`src/rtl/fwp_pkg.sv`:
```
// Contract
// - Complement mode: protect bits 000 all, 111 none
// - Small-region complement leaves one top/bottom hole
// - Erase/program touching protection is ignored
// - Lock bits used only when scheme select 1
// - All lock bits set at power-up
// - Chip select fall starts new instruction
// - First byte after select is opcode
// - Sample rising clock edge, MSB first
// - Opcode followed by address, data, dummy bytes
// - Chip select rise completes instruction
// - Reads may end after any bit; the code still discards any frame shorter than 8 bits
// - Writes need whole bytes else discarded
// - Busy: only read-status accepted
// - Scheme 0: protection from protect bits
// - Lock bits set again on reset
`default_nettype none
package fwp_pkg;
    localparam int ADDR_W = 23;
    localparam int NUM_BLOCKS = 128;
    localparam int BLK_SHIFT = 16;
    localparam logic [2:0] PROT_NONE = 3'h0;
    localparam logic [2:0] PROT_ALL = 3'h7;
    localparam logic LOCK_RESET = 1'h1;
    localparam logic [7:0] OP_READ_STATUS = 8'h05;
    localparam int SYNC_STAGES = 2;

    typedef struct packed {
        logic complement_protect;
        logic protect_scheme_select;
        logic small_region_select;
        logic top_bottom_select;
        logic [2:0] block_protect_bits;
    } fwp_prot_cfg_type;

    typedef struct packed {
        logic [7:0] opcode;
        logic [31:0] tail;
        logic [5:0] bits;
        logic byte_aligned;
    } fwp_frame_type;
endpackage : fwp_pkg
`default_nettype wire

```
`src/rtl/fwp_prot_decode.sv`:
```
`default_nettype none
module fwp_prot_decode (
    // Config
    input wire fwp_pkg::fwp_prot_cfg_type cfg_in,
    input wire logic [fwp_pkg::NUM_BLOCKS-1:0] lock_in,
    // Target range
    input wire logic [fwp_pkg::ADDR_W-1:0] lo_in,
    input wire logic [fwp_pkg::ADDR_W-1:0] hi_in,
    // Result
    output logic hit_out
);
    logic [fwp_pkg::ADDR_W:0] plo;
    logic [fwp_pkg::ADDR_W:0] phi;
    logic none;
    logic lock_hit;
    logic [2:0] pbits;
    always_comb begin
        pbits = cfg_in.block_protect_bits;
        none = 1'b0;
        plo = '0;
        phi = '0;
        if (pbits == fwp_pkg::PROT_NONE) begin
            none = 1'b1;
        end else if (pbits == fwp_pkg::PROT_ALL) begin
            phi = 24'h800000;
        end else if (cfg_in.small_region_select) begin
            // 4KB region doubles per step, 32KB caps it
            phi = 24'h001000 << (pbits[2] ? 3'h3 : {1'b0, pbits[1:0]} - 3'h1);
        end else begin
            phi = 24'h010000 << pbits;
        end
        if (!none && !cfg_in.top_bottom_select) begin
            plo = 24'h800000 - phi;
            phi = 24'h800000;
        end
        if (cfg_in.complement_protect) begin
            if (none) begin
                none = 1'b0;
                plo = '0;
                phi = 24'h800000;
            end else if (plo == '0 && phi == 24'h800000) begin
                none = 1'b1;
            end else if (plo == '0) begin
                plo = phi;
                phi = 24'h800000;
            end else begin
                phi = plo;
                plo = '0;
            end
        end
    end
    always_comb begin
        lock_hit = 1'b0;
        for (int i = 0; i < fwp_pkg::NUM_BLOCKS; i++) begin
            if (lock_in[i] && i >= int'(lo_in >> fwp_pkg::BLK_SHIFT)
                && i <= int'(hi_in >> fwp_pkg::BLK_SHIFT)) begin
                lock_hit = 1'b1;
            end
        end
    end
    assign hit_out = cfg_in.protect_scheme_select ? lock_hit :
        (!none && ({1'b0, lo_in} < phi) && ({1'b0, hi_in} >= plo));
endmodule : fwp_prot_decode
`default_nettype wire

```
`src/rtl/fwp_top.sv`:
```
`default_nettype none
module fwp_top (
    // Clock, reset
    input wire logic ref_clk_in,
    input wire logic rst_b_in,
    input wire logic clk_en_in,
    // SPI pins
    input wire logic cs_b_in,
    input wire logic sclk_in,
    input wire logic serial_in,
    // Protect config
    input wire fwp_pkg::fwp_prot_cfg_type cfg_in,
    // Device state
    input wire logic busy_in,
    input wire logic is_read_op_in,
    input wire logic is_write_op_in,
    input wire logic is_range_op_in,
    input wire logic [fwp_pkg::ADDR_W-1:0] range_size_in,
    input wire logic lock_set_in,
    input wire logic lock_clr_in,
    input wire logic lock_all_in,
    input wire logic unlock_all_in,
    // Results
    output logic start_out,
    output logic opcode_valid_out,
    output logic [7:0] opcode_out,
    output logic exec_out,
    output logic [31:0] frame_tail_out,
    output logic discard_out,
    output logic [fwp_pkg::NUM_BLOCKS-1:0] lock_out
);
    typedef struct packed {
        logic [2:0] cs_s;
        logic [2:0] ck_s;
        logic [1:0] sin_s;
        logic active;
        fwp_pkg::fwp_frame_type fr;
        logic start;
        logic opv;
        logic exec;
        logic discard;
        logic [fwp_pkg::NUM_BLOCKS-1:0] lock;
    } fwp_state_type;

    fwp_state_type st;
    fwp_state_type next_st;
    logic prot_hit;
    logic [fwp_pkg::ADDR_W-1:0] tgt_lo;
    logic [fwp_pkg::ADDR_W-1:0] tgt_hi;
    logic cs_fall;
    logic cs_rise;
    logic ck_rise;
    logic [7:0] cur_op;
    logic [31:0] shifted;

    assign tgt_lo = st.fr.tail[fwp_pkg::ADDR_W-1:0];
    assign tgt_hi = tgt_lo | (range_size_in - 23'h000001);

    fwp_prot_decode u_dec (
        .cfg_in(cfg_in),
        .lock_in(st.lock),
        .lo_in(tgt_lo),
        .hi_in(tgt_hi),
        .hit_out(prot_hit)
    );

    // Only stages 1+ are read: stage 0 is the metastable flop
    assign cs_fall = st.cs_s[2] && !st.cs_s[1];
    assign cs_rise = !st.cs_s[2] && st.cs_s[1];
    assign ck_rise = !st.ck_s[2] && st.ck_s[1];
    assign cur_op = st.fr.opcode;
    assign shifted = {st.fr.tail[30:0], st.sin_s[1]};

    always_comb begin
        next_st = st;
        next_st.cs_s = {st.cs_s[1:0], cs_b_in};
        next_st.ck_s = {st.ck_s[1:0], sclk_in};
        next_st.sin_s = {st.sin_s[0], serial_in};
        next_st.start = 1'b0;
        next_st.opv = 1'b0;
        next_st.exec = 1'b0;
        next_st.discard = 1'b0;
        if (cs_fall) begin
            next_st.active = 1'b1;
            next_st.fr = '0;
            next_st.fr.byte_aligned = 1'b1;
            next_st.start = 1'b1;
        end else if (st.active && !st.cs_s[1] && ck_rise) begin
            if (st.fr.bits < 6'h08) begin
                next_st.fr.opcode = {st.fr.opcode[6:0], st.sin_s[1]};
                if (st.fr.bits == 6'h07) begin
                    next_st.opv = 1'b1;
                end
            end else begin
                next_st.fr.tail = shifted;
            end
            // Long frames keep counting modulo 8 so alignment stays true
            if (st.fr.bits[5:3] != 3'h7) begin
                next_st.fr.bits = st.fr.bits + 6'h01;
            end else begin
                next_st.fr.bits[2:0] = st.fr.bits[2:0] + 3'h1;
            end
            next_st.fr.byte_aligned = (st.fr.bits[2:0] == 3'h7);
        end else if (st.active && cs_rise) begin
            next_st.active = 1'b0;
            if (st.fr.bits < 6'h08) begin
                next_st.discard = 1'b1;
            end else if (busy_in && cur_op != fwp_pkg::OP_READ_STATUS) begin
                next_st.discard = 1'b1;
            end else if (is_read_op_in) begin
                next_st.exec = 1'b1;
            end else if (is_write_op_in && !st.fr.byte_aligned) begin
                next_st.discard = 1'b1;
            end else if (is_range_op_in && prot_hit) begin
                next_st.discard = 1'b1;
            end else begin
                next_st.exec = 1'b1;
            end
        end
        // Lock updates from the command layer; lock-all wins, then unlock-all, then per-block set over clear
        if (lock_all_in) begin
            next_st.lock = {fwp_pkg::NUM_BLOCKS{1'b1}};
        end else if (unlock_all_in) begin
            next_st.lock = '0;
        end else begin
            for (int i = 0; i < fwp_pkg::NUM_BLOCKS; i++) begin
                if (lock_set_in && i == int'(tgt_lo >> fwp_pkg::BLK_SHIFT)) begin
                    next_st.lock[i] = 1'b1;
                end else if (lock_clr_in && i == int'(tgt_lo >> fwp_pkg::BLK_SHIFT)) begin
                    next_st.lock[i] = 1'b0;
                end
            end
        end
    end

    always_ff @(posedge ref_clk_in or negedge rst_b_in) begin
        if (!rst_b_in) begin
            st <= '0;
            st.cs_s <= 3'h7;
            st.lock <= {fwp_pkg::NUM_BLOCKS{fwp_pkg::LOCK_RESET}};
        end else if (clk_en_in) begin
            st <= next_st;
        end
    end

    assign start_out = st.start;
    assign opcode_valid_out = st.opv;
    assign opcode_out = st.fr.opcode;
    assign exec_out = st.exec;
    assign frame_tail_out = st.fr.tail;
    assign discard_out = st.discard;
    assign lock_out = st.lock;
endmodule : fwp_top
`default_nettype wire

```
`config.mk`:
```
export PLATFORM = sky130hd
export DESIGN_NAME = fwp_top
export DESIGN_NICKNAME = d
export VERILOG_FILES = /design/src/rtl/fwp_pkg.sv /design/src/rtl/fwp_prot_decode.sv /design/src/rtl/fwp_top.sv
export SDC_FILE = /design/constraint.sdc
export NUM_CORES = 1
export LEC_CHECK = 0
export ABC_AREA = 1
export BUFFER_PORTS_ARGS = -buffer_cell sky130_fd_sc_hd__buf_2
export CORE_MARGIN = 4
export CORE_UTILIZATION = 45
export CTS_CLUSTER_SIZE = 14
export DETAILED_ROUTE_END_ITERATION = 6
export PLACE_DENSITY = 0.7
export SYNTH_ARGS = -nofsm -noshare
export SYNTH_HDL_FRONTEND = slang
export SYNTH_HIERARCHICAL = 1
export SYNTH_SLANG_ARGS = --single-unit
```
`constraint.sdc`:
```
create_clock -name ref_clk_in -period 8 [get_ports ref_clk_in]
set_clock_uncertainty 0.1 [all_clocks]
set_input_delay 0.4 -clock ref_clk_in [delete_from_list [all_inputs] [get_ports ref_clk_in]]
set_output_delay 0.4 -clock ref_clk_in [all_outputs]
set_load 0.005 [all_outputs]
```
# Word level (Yosys, flattened, before mapping)
# Index checks and enable logic that the tools add are counted.
[totals]
reg_bits = 188
inputBits = 44
output_inout_bits = 172
elab_cells = 1773
[op_classes]
add_sub_neg = 5
magnitude_cmp = 259
eq_ne = 135
shifts = 2
mux = 430
bitwise = 1
n_reduce_logical = 800
[op_table]
columns = ["op", "count"]
rows = [
  ["logical AND 1 bit", 525],
  ["nonzero test 4 bit", 128],
  ["equality test 7 bit (first input constant)", 64],
  ["greater-or-equal comparator 7 bit (first input constant)", 64],
  ["less-or-equal comparator 7 bit (first input constant)", 64],
  ["two-way mux 1 bit", 405],
  ["two-way mux 24 bit", 13],
  ["AND reduction 2 bit", 129],
  ["two-way mux 128 bit", 2],
  ["equality test 6 x 7 -> 1 bit (first input constant)", 32],
  ["greater-or-equal comparator 6 x 7 -> 1 bit (first input constant)", 32],
  ["less-or-equal comparator 6 x 7 -> 1 bit (first input constant)", 32],
  ["equality test 5 x 7 -> 1 bit (first input constant)", 16],
  ["greater-or-equal comparator 5 x 7 -> 1 bit (first input constant)", 16],
  ["less-or-equal comparator 5 x 7 -> 1 bit (first input constant)", 16],
  ["equality test 4 x 7 -> 1 bit (first input constant)", 8],
  ["greater-or-equal comparator 4 x 7 -> 1 bit (first input constant)", 8],
  ["less-or-equal comparator 4 x 7 -> 1 bit (first input constant)", 8],
  ["two-way mux 48 bit", 1],
  ["two-way mux 47 bit", 1],
  ["zero test 32 bit", 1],
  ["two-way mux 32 bit", 1],
  ["equality test 3 x 7 -> 1 bit (first input constant)", 4],
  ["greater-or-equal comparator 3 x 7 -> 1 bit (first input constant)", 4],
  ["32 further kinds", 58],
]

# Longest topological paths before layout
# Gate-level depths: netlist of the first run.
[logic_depth]
word_depth = 142
depth_mapped = 32
mapped_depth_nobuf = 32

# Modules after synthesis
# Netlist of the first run, hierarchy kept.
[by_module_without_submodules]
columns = ["mod", "instances", "cells_per_inst", "area_per_inst_um2", "seq_area_each_um2"]
rows = [
  ["fwp_top", 1, 1938, 13197.7, 4868.4],
  ["fwp_prot_decode", 1, 796, 4137.7, 0.0],
]

# Worst setup path after synthesis of the first run
# No wires, ideal clock.
[synth_timing]
kind = "input-to-reg"
start = "input port cfg_in[0] in the netlist's numbering"
end = "register st, in the netlist exec_out"
setup_time_ns = 0.126
arrival_ns = 3.187
t_required_ns = 7.774
slack_ns = 4.587
stages = 31
n_path_buf = 0
path_cell_list = "inv_1 ha_1 nand2_1 nand3_1 inv_1 nand2_1 ha_1 inv_1 nor2_1 nand2_1 nand2_1 nand3_1 nand2_1 o21ai_0 ha_1 nand2_1 nor2_1 a211oi_1 o21ai_0 nand3_1 nand2_1 nand2_1 nand2_1 nand2_1 nand3_1 nand2_1 nand2_1 a21oi_1 nor2_1 nand2_1 o21ai_0"
[synth_between]
elab_chain_cells = 26
elab_cells_between_ends = 44
cone_classes = "add/sub: 2; order compare: 2; eq/ne: 2; shift: 2; mux: 27; reduce/logical: 9"
[synth_lines]
columns = ["element", "line_no", "source"]
rows = [
  ["start: declaration", "fwp_top.sv:12", "input wire fwp_pkg::fwp_prot_cfg_type cfg_in,"],
  ["subtractor 2 x 1 -> 3 bit", "fwp_prot_decode.sv:28", "phi = 24'h001000 << (pbits[2] ? 3'h3 : {1'b0, pbits[1:0]} - 3'h1);"],
  ["two-way mux 3 bit", "fwp_prot_decode.sv:28", ""],
  ["left shift 13 x 3 -> 24 bit", "fwp_prot_decode.sv:28", ""],
  ["two-way mux 24 bit", "fwp_prot_decode.sv:26", "end else if (cfg_in.small_region_select) begin"],
  ["two-way mux 24 bit", "fwp_prot_decode.sv:24", "end else if (pbits == fwp_pkg::PROT_ALL) begin"],
  ["two-way mux 24 bit", "fwp_prot_decode.sv:22", "if (pbits == fwp_pkg::PROT_NONE) begin"],
  ["subtractor 24 bit", "fwp_prot_decode.sv:33", "plo = 24'h800000 - phi;"],
  ["two-way mux 24 bit", "fwp_prot_decode.sv:32", "if (!none && !cfg_in.top_bottom_select) begin"],
  ["(+9 left out)", "-", ""],
  ["via prot_hit", "fwp_top.sv:47", "logic prot_hit;"],
  ["(+1 left out)", "-", ""],
  ["two-way mux 1 bit (*)", "fwp_top.sv:114", "end else if (is_range_op_in && prot_hit) begin"],
  ["two-way mux 1 bit (*)", "fwp_top.sv:112", "end else if (is_write_op_in && !st.fr.byte_aligned) begin"],
  ["two-way mux 1 bit (*)", "fwp_top.sv:110", "end else if (is_read_op_in) begin"],
  ["two-way mux 1 bit (*)", "fwp_top.sv:108", "end else if (busy_in && cur_op != fwp_pkg::OP_READ_STATUS) begin"],
  ["two-way mux 1 bit (*)", "fwp_top.sv:106", "if (st.fr.bits < 6'h08) begin"],
  ["two-way mux 2 bit (*)", "fwp_top.sv:104", "end else if (st.active && cs_rise) begin"],
  ["two-way mux 2 bit (*)", "fwp_top.sv:88", "end else if (st.active && !st.cs_s[1] && ck_rise) begin"],
  ["two-way mux 3 bit (*)", "fwp_top.sv:83", "if (cs_fall) begin"],
  ["end signal: assignment", "fwp_top.sv:142", "st <= next_st;"],
  ["end: declaration", "fwp_top.sv:45", "fwp_state_type st;"],
]
# The timed path passes the listed nets; every way through them passes the cells marked *.
# A chain may end at the register's enable or synchronous reset.

# Worst setup path in the final report of the first run
[layout_timing]
start = "input port range_size_in[1] in the netlist's numbering"
end = "register st, in the netlist exec_out"
[layout_between]
elab_chain_cells = 142
elab_cells_between_ends = 398
cone_classes = "add/sub: 1; order compare: 129; mux: 137; bitwise: 1; reduce/logical: 130"
[layout_lines]
columns = ["element", "line_no", "source"]
rows = [
  ["start: declaration", "fwp_top.sv:18", "input wire logic [fwp_pkg::ADDR_W-1:0] range_size_in,"],
  ["subtractor 23 x 1 -> 23 bit (*)", "fwp_top.sv:57", "assign tgt_hi = tgt_lo | (range_size_in - 23'h000001);"],
  ["OR 23 bit (*)", "fwp_top.sv:57", ""],
  ["via tgt_hi (one bit)", "fwp_top.sv:49", "logic [fwp_pkg::ADDR_W-1:0] tgt_hi;"],
  ["less-or-equal comparator 1 x 7 -> 1 bit", "fwp_prot_decode.sv:56", "&& i <= int'(hi_in >> fwp_pkg::BLK_SHIFT)) begin"],
  ["logical AND 1 bit", "fwp_prot_decode.sv:56", ""],
  ["two-way mux 1 bit (128 in series)", "fwp_prot_decode.sv:55", "if (lock_in[i] && i >= int'(lo_in >> fwp_pkg::BLK_SHIFT)"],
  ["two-way mux 1 bit (*)", "fwp_prot_decode.sv:61", "assign hit_out = cfg_in.protect_scheme_select ? lock_hit :"],
  ["via prot_hit", "fwp_top.sv:47", ""],
  ["logical AND 1 bit (*)", "fwp_top.sv:114", ""],
  ["two-way mux 1 bit (*)", "fwp_top.sv:114", ""],
  ["two-way mux 1 bit (*)", "fwp_top.sv:112", ""],
  ["two-way mux 1 bit (*)", "fwp_top.sv:110", ""],
  ["two-way mux 1 bit (*)", "fwp_top.sv:108", ""],
  ["two-way mux 1 bit (*)", "fwp_top.sv:106", ""],
  ["two-way mux 2 bit (*)", "fwp_top.sv:104", ""],
  ["two-way mux 2 bit (*)", "fwp_top.sv:88", ""],
  ["two-way mux 3 bit (*)", "fwp_top.sv:83", ""],
]
# Marked as above.

==> results of run 1 <==
## layout make-up
cell class              instances  area [um2]  area share
clock buffers                  17         425      0.0241
inverters                     138         524      0.0297
well taps                     511         639      0.0362
repair buffers                238        1270      0.0717
multi-input cells            2053        9710       0.550
diodes                          1        2.50    0.000142
clock inverters                15         228      0.0129
flip-flops and latches        188        4870       0.276
## through the flow
step / worst slack (ps) / utilization / hold WS [ps]
floorplan: 4590 / - / 4.41
global placement: 3010 / 0.451 / 314
detailed placement: 2820 / 0.451 / 313
CTS: 3340 / 0.469 / 0.271
global route: 2990 / 0.469 / 63.7
finish: 3150 / 0.469 / 25.5
## worst max path at each step
stage / from / endpoint / slack [ps] / cells after the start
6_report: range_size_in[1] / exec_out / 3150 / 27
2_1_floorplan: cfg_in[0] / exec_out / 4590 / 31
4_1_cts: range_size_in[1] / exec_out / 3340 / 27
3_3_place_gp: range_size_in[1] / discard_out / 3010 / 28
3_5_place_dp: range_size_in[1] / exec_out / 2820 / 27
5_1_grt: range_size_in[1] / exec_out / 2990 / 27
## routing by layer
metal | vias up | track usage | wire length (um)
li1 | 8605 | - | -
met1 | 9192 | 0.495 | 32300
met2 | 1048 | 0.557 | 34200
met3 | 181 | 0.0889 | 7670
met4 | 2 | 0.150 | 3330
met5 | - | 0 | 11
## worst reg2reg max path: stages, from the launching register on
cell and delay [ps]:
sky130_fd_sc_hd__dfrtp_1 390, sky130_fd_sc_hd__inv_2 140, sky130_fd_sc_hd__nand3_1 770, sky130_fd_sc_hd__inv_1 560
sky130_fd_sc_hd__nand2_1 500, sky130_fd_sc_hd__inv_1 440, sky130_fd_sc_hd__a21oi_1 120, sky130_fd_sc_hd__nand3_1 100
sky130_fd_sc_hd__o21ai_0 130, sky130_fd_sc_hd__nor2_1 120, sky130_fd_sc_hd__nand2_1 60, sky130_fd_sc_hd__nor2_1 130
sky130_fd_sc_hd__nand2_1 60, sky130_fd_sc_hd__nor2_1 250, sky130_fd_sc_hd__nand3_1 150, sky130_fd_sc_hd__nand2_1 80
sky130_fd_sc_hd__nand2_1 60, sky130_fd_sc_hd__nand2_1 70, sky130_fd_sc_hd__a21oi_1 70, sky130_fd_sc_hd__nor2_1 100
sky130_fd_sc_hd__nand2_1 80, sky130_fd_sc_hd__o21ai_0 160
## power breakdown
part	internal (mW)	switching, mW
logic	0.231	0.448
registers	1.12	0.141
clock network	0.484	0.473
## flip-flops by register name, indices dropped and copies added (netlist names)
register	cells
lock_out	128
opcode_valid_out	1
st	10
shifted	1
start_out	1
exec_out	1
next_st	5
frame_tail_out	32
discard_out	1
opcode_out	8
## placed cells by master (no fill, tap or decap), types with 13 or more instances in the layout
cell type	count
sky130_fd_sc_hd__nand4_1	39
sky130_fd_sc_hd__nand3_1	472
sky130_fd_sc_hd__buf_4	21
sky130_fd_sc_hd__nor2_4	25
sky130_fd_sc_hd__nand2_4	13
sky130_fd_sc_hd__o21ai_1	26
sky130_fd_sc_hd__a21oi_1	52
sky130_fd_sc_hd__dfrtp_1	57
sky130_fd_sc_hd__nand2_1	1003
sky130_fd_sc_hd__nor2_1	135
sky130_fd_sc_hd__ha_1	30
sky130_fd_sc_hd__o21ai_0	138
sky130_fd_sc_hd__inv_1	114
sky130_fd_sc_hd__dfstp_2	131
sky130_fd_sc_hd__clkbuf_16	17
sky130_fd_sc_hd__nor2_2	15
sky130_fd_sc_hd__inv_2	19
sky130_fd_sc_hd__buf_2	213
sky130_fd_sc_hd__o211ai_1	14
sky130_fd_sc_hd__o2111ai_1	39
## timing repair
item	in CTS	in global routing
endpoints found under the hold margin	35	0
hold buffers	2	0
buffers inserted	0	0
==> flow_metrics.tcl, run 1 <==
set metrics [dict create \
    cpPeakStageDelay_ps 730 \
    globalRouteOverflowTotal 0 \
    reported_max_cap_violation_count 0 \
    io_pins 216 \
    grt_setup_unrepaired "no" \
    die_area_um2 41400 \
    worst_hold_startpoint "serial_in" \
    vdd.ir_drop.worst_mv 0.141 \
    core_area_um2 37700 \
    powerDensity_nw_per_um2 164 \
    result_of_the_run "finished, final reports clean" \
    dp.cells 3126 \
    cts_clk_pin_slew_worst_paths_ps 80 \
    worstHoldPathCells 3 \
    groute.usage.overall 0.364 \
    cts_buffers 17 \
    worst-path-max-fanout 14 \
    clock_tree_from_tritoncts "built" \
    post_drt_wl_per_cell_um 24.5 \
    synthesis.area_um2 17200 \
    grt_first_pass_wirelength_mm 113 \
    portBuffers 215 \
    cpMaxStageDelayCell "sky130_fd_sc_hd__nand3_1" \
    clock_latency_ps 490 \
    detail_route.first_pass.iterations 6 \
    initial_core_utilization 0.456 \
    worstPathArrival_ps 5130 \
    r2r_end "exec_out" \
    worstRegToRegCells 21 \
    dp_hpwl_mm 56.1 \
    critPathKind "in2reg" \
    worstReg2RegStart "frame_tail_out[18]" \
    syn-instance-count 2704 \
    final_cells 3161 \
    gpl.final_weighted_congestion 1.08 \
    nets 2710 \
    antenna_violating_nets_post_route 0 \
    hold_violations 0 \
    timing.fmax_ghz 0.206 \
    path_buf_inv 4 \
    synthToLayoutAreaGrowth_pct 2.74 \
    drt_iter0_drc 2035 \
    cts_sinks 188 \
    total_power_mw 2.89 \
    die_w_um 203 \
    fillers 3949 \
    finalSetupViolations 0 \
    htree_num_levels 4 \
    syn_area_per_cell_um2 6.36 \
    setup_total_negative_slack_ps 0 \
    final.period_utilization 0.606 \
    cts.repair.resized 0 \
    hold_path.class "in2reg" \
    slew_at_the_pin_closest_to_its_max_slew_limit_ps 1290 \
    design_area_um2 17700 \
    final_period_minus_worst_setup_slack_ps 4850 \
    die-height_um 203 \
    fraction_of_layout_cells_with_a_size_suffix_above_1 0.186 \
    viasPerCell 6.02 \
    critical_path.startpoint_type "input port" \
    crit_path_frequent_cell "sky130_fd_sc_hd__nand2_1" \
    holdPathEnd "next_st[181]" \
    clockBufferDepth 2 \
    grt_pass1_vias 17386 \
    cts_root_buf "sky130_fd_sc_hd__clkbuf_16" \
    floorplan.rows 71 \
    slew_limit_fails 0 \
    worst-endpoint-required_ps 8290 \
    end_kind "flop" \
    reg2reg_setup_slack_ps 3280 \
    antenna_violations_before_repair 3 \
    via_count 19028 \
    wl_mm 77.5 \
    postSynthNetCount 2778 \
    placedInstanceArea_um2 17000 \
    remaining_drcs 0 \
    critical_path.top_delay_family "simple AND/OR/NAND/NOR gates" \
    yosysWarningCount 6 \
    static_leakage_nw 8.54 \
    maximum_number_of_pins_on_one_net_before_global_route_repair 99 \
    slew_headroom 0.136 \
]
(Power assumes the default switching activity.)
==> run 2: changes to the inputs <==
ABC_AREA = 0   (was 1)
PLACE_DENSITY = 0.73   (was 0.7)
clock period = 4.4 ns   (was 8 ns; I/O delays follow)
==> flow_metrics.tcl, run 2 <==
set metrics [dict create \
    grt_first_pass_wirelength_mm 107 \
    hold_violations 0 \
    remaining_drcs 0 \
    synthesis.area_um2 15500 \
    reg2reg_setup_slack_ps 110 \
    wl_mm 72.3 \
    synthToLayoutAreaGrowth_pct 16.6 \
    postSynthNetCount 1942 \
    die-height_um 194 \
    fillers 3211 \
    placedInstanceArea_um2 17300 \
    final.period_utilization 1.03 \
    critPathKind "in2reg" \
    die_w_um 194 \
    globalRouteOverflowTotal 0 \
    cts_clk_pin_slew_worst_paths_ps 70 \
    io_pins 216 \
    via_count 16111 \
    timing.fmax_ghz 0.221 \
    cts_buffers 17 \
    final_period_minus_worst_setup_slack_ps 4530 \
    antenna_violations_before_repair 1 \
    clockBufferDepth 2 \
    die_area_um2 37600 \
    vdd.ir_drop.worst_mv 0.327 \
    worstReg2RegStart "frame_tail_out[18]" \
    detail_route.first_pass.iterations 6 \
    antenna_violating_nets_post_route 0 \
    groute.usage.overall 0.374 \
    initial_core_utilization 0.460 \
    total_power_mw 5.38 \
    post-route-worst-setup-slack_ps -127 \
    htree_num_levels 4 \
    result_of_the_run "finished with violations" \
    cts_sinks 188 \
    worst-endpoint-required_ps 4650 \
    finalSetupViolations 2 \
    yosysWarningCount 6 \
    r2r_end "discard_out" \
    holdPathEnd "exec_out" \
    worst_hold_startpoint "busy_in" \
    layout.cells.most_common "sky130_fd_sc_hd__a21oi_1" \
    dp_hpwl_mm 54.2 \
    slew_at_the_pin_closest_to_its_max_slew_limit_ps 1380 \
    core_area_um2 33800 \
    drt_iter0_drc 2072 \
    post_drt_wl_per_cell_um 29.2 \
    viasPerCell 6.51 \
    largest_register_ffs 128 \
    critical_path.startpoint_type "input port" \
    syn_area_per_cell_um2 8.32 \
    worstPathArrival_ps 4780 \
    setup_total_negative_slack_ps -171 \
    reported_max_cap_violation_count 0 \
    slew_headroom 0.0768 \
    fin_worst_hold_slack_ps 114 \
    gpl.final_weighted_congestion 1.07 \
    worst-path-max-fanout 6 \
    clock_latency_ps 470 \
    clock_tree_from_tritoncts "built" \
    grt_pass1_vias 15601 \
    dp_worst_setup_slack_ps -827 \
    slew_limit_fails 0 \
    end_kind "flop" \
    hold_path.class "in2reg" \
    portBuffers 215 \
    maximum_number_of_pins_on_one_net_before_global_route_repair 121 \
    worstRegToRegCells 14 \
    grt_setup_unrepaired "yes" \
    cts_root_buf "sky130_fd_sc_hd__clkbuf_16" \
    nets 2088 \
    antennaDiodeCount 0 \
    failing_checks "negative setup slack" \
    fraction_of_layout_cells_with_a_size_suffix_above_1 0.383 \
    layout.cells.most_common_list "sky130_fd_sc_hd__a21oi_1, sky130_fd_sc_hd__buf_4, sky130_fd_sc_hd__buf_2" \
    floorplan.rows 67 \
    worstHoldPathCells 4 \
    powerDensity_nw_per_um2 297 \
    static_leakage_nw 8.30 \
    syn-instance-count 1868 \
    design_area_um2 18100 \
]
-- run 2: cell count changes in the layout (fill, tap and decap cells not counted), moves of 45 or more --
cell / change
sky130_fd_sc_hd__buf_4: +206
sky130_fd_sc_hd__inv_1: -55
sky130_fd_sc_hd__a21o_1: +95
sky130_fd_sc_hd__mux2_2: +91
sky130_fd_sc_hd__mux2i_1: +45
sky130_fd_sc_hd__nor2_1: -62
sky130_fd_sc_hd__a21oi_1: +195
sky130_fd_sc_hd__nand3_1: -442
sky130_fd_sc_hd__nand2_1: -864
-- run 2: timing repair --
| action | in CTS | in global routing |
|---|---|---|
| gates resized for setup | 25 | 7 |
| pin swaps | 13 | 8 |
| hold endpoints to repair | 44 | 0 |
| hold buffers | 5 | 0 |
| setup endpoints to repair | 2 | 2 |
| buffers inserted | 1 | 2 |
-- run 2: layout make-up --
cell class,count,area (um2),share of cell area
multi-input combinational,1283,8680,0.479
sequential,188,4870,0.269
timing repair buffer,464,3170,0.175
tap,448,561,0.0309
clock buffer,19,453,0.0250
inverter,60,225,0.0124
clock inverter,13,155,0.00856
-- run 2: worst max-delay path by stage --
stage	endpoint	startpoint
6_report	discard_out	range_size_in[17]
5_1_grt	discard_out	range_size_in[17]
4_1_cts	discard_out	range_size_in[17]
3_5_place_dp	discard_out	range_size_in[17]
3_3_place_gp	discard_out	range_size_in[17]
2_1_floorplan	discard_out	range_size_in[17]
-- run 2: power breakdown --
group / switching, mW / leakage, nW / internal, mW
Combinational: 0.750 / 5.85 / 0.639
Sequential: 0.295 / 2.15 / 2.05
Clock: 0.762 / 0.300 / 0.883
-- run 2: worst max-delay path, cell delays in order --
cell and delay (ps):
sky130_fd_sc_hd__buf_6 90, sky130_fd_sc_hd__or4_4 530, sky130_fd_sc_hd__or4_4 440, sky130_fd_sc_hd__o31a_1 290, sky130_fd_sc_hd__or3_4 350, sky130_fd_sc_hd__or3_4 410
sky130_fd_sc_hd__buf_6 150, sky130_fd_sc_hd__buf_6 110, sky130_fd_sc_hd__o211ai_1 160, sky130_fd_sc_hd__o211ai_1 130, sky130_fd_sc_hd__or4_4 550, sky130_fd_sc_hd__a221oi_2 200
sky130_fd_sc_hd__nand4b_1 230, sky130_fd_sc_hd__o31ai_4 270, sky130_fd_sc_hd__o21ai_4 120, sky130_fd_sc_hd__a22oi_2 190, sky130_fd_sc_hd__o211ai_1 120, sky130_fd_sc_hd__a22o_1 200
-- run 2: through the flow --
step | util | cells
2_1_floorplan | - | 1868
3_3_place_gp | 0.512 | 2435
4_1_cts | 0.535 | 2473
6_report | 0.536 | 2475
5_1_grt | 0.536 | 2475
3_5_place_dp | 0.512 | 2435
-- run 2: per-layer routing --
| layer | GRT usage | wire, um | up-vias |
|---|---|---|---|
| li1 | - | - | 6899 |
| met4 | 0.154 | 3570 | 0 |
| met1 | 0.520 | 30000 | 8005 |
| met3 | 0.0989 | 7710 | 203 |
| met2 | 0.553 | 31000 | 1004 |
| met5 | 0 | 0 | - |
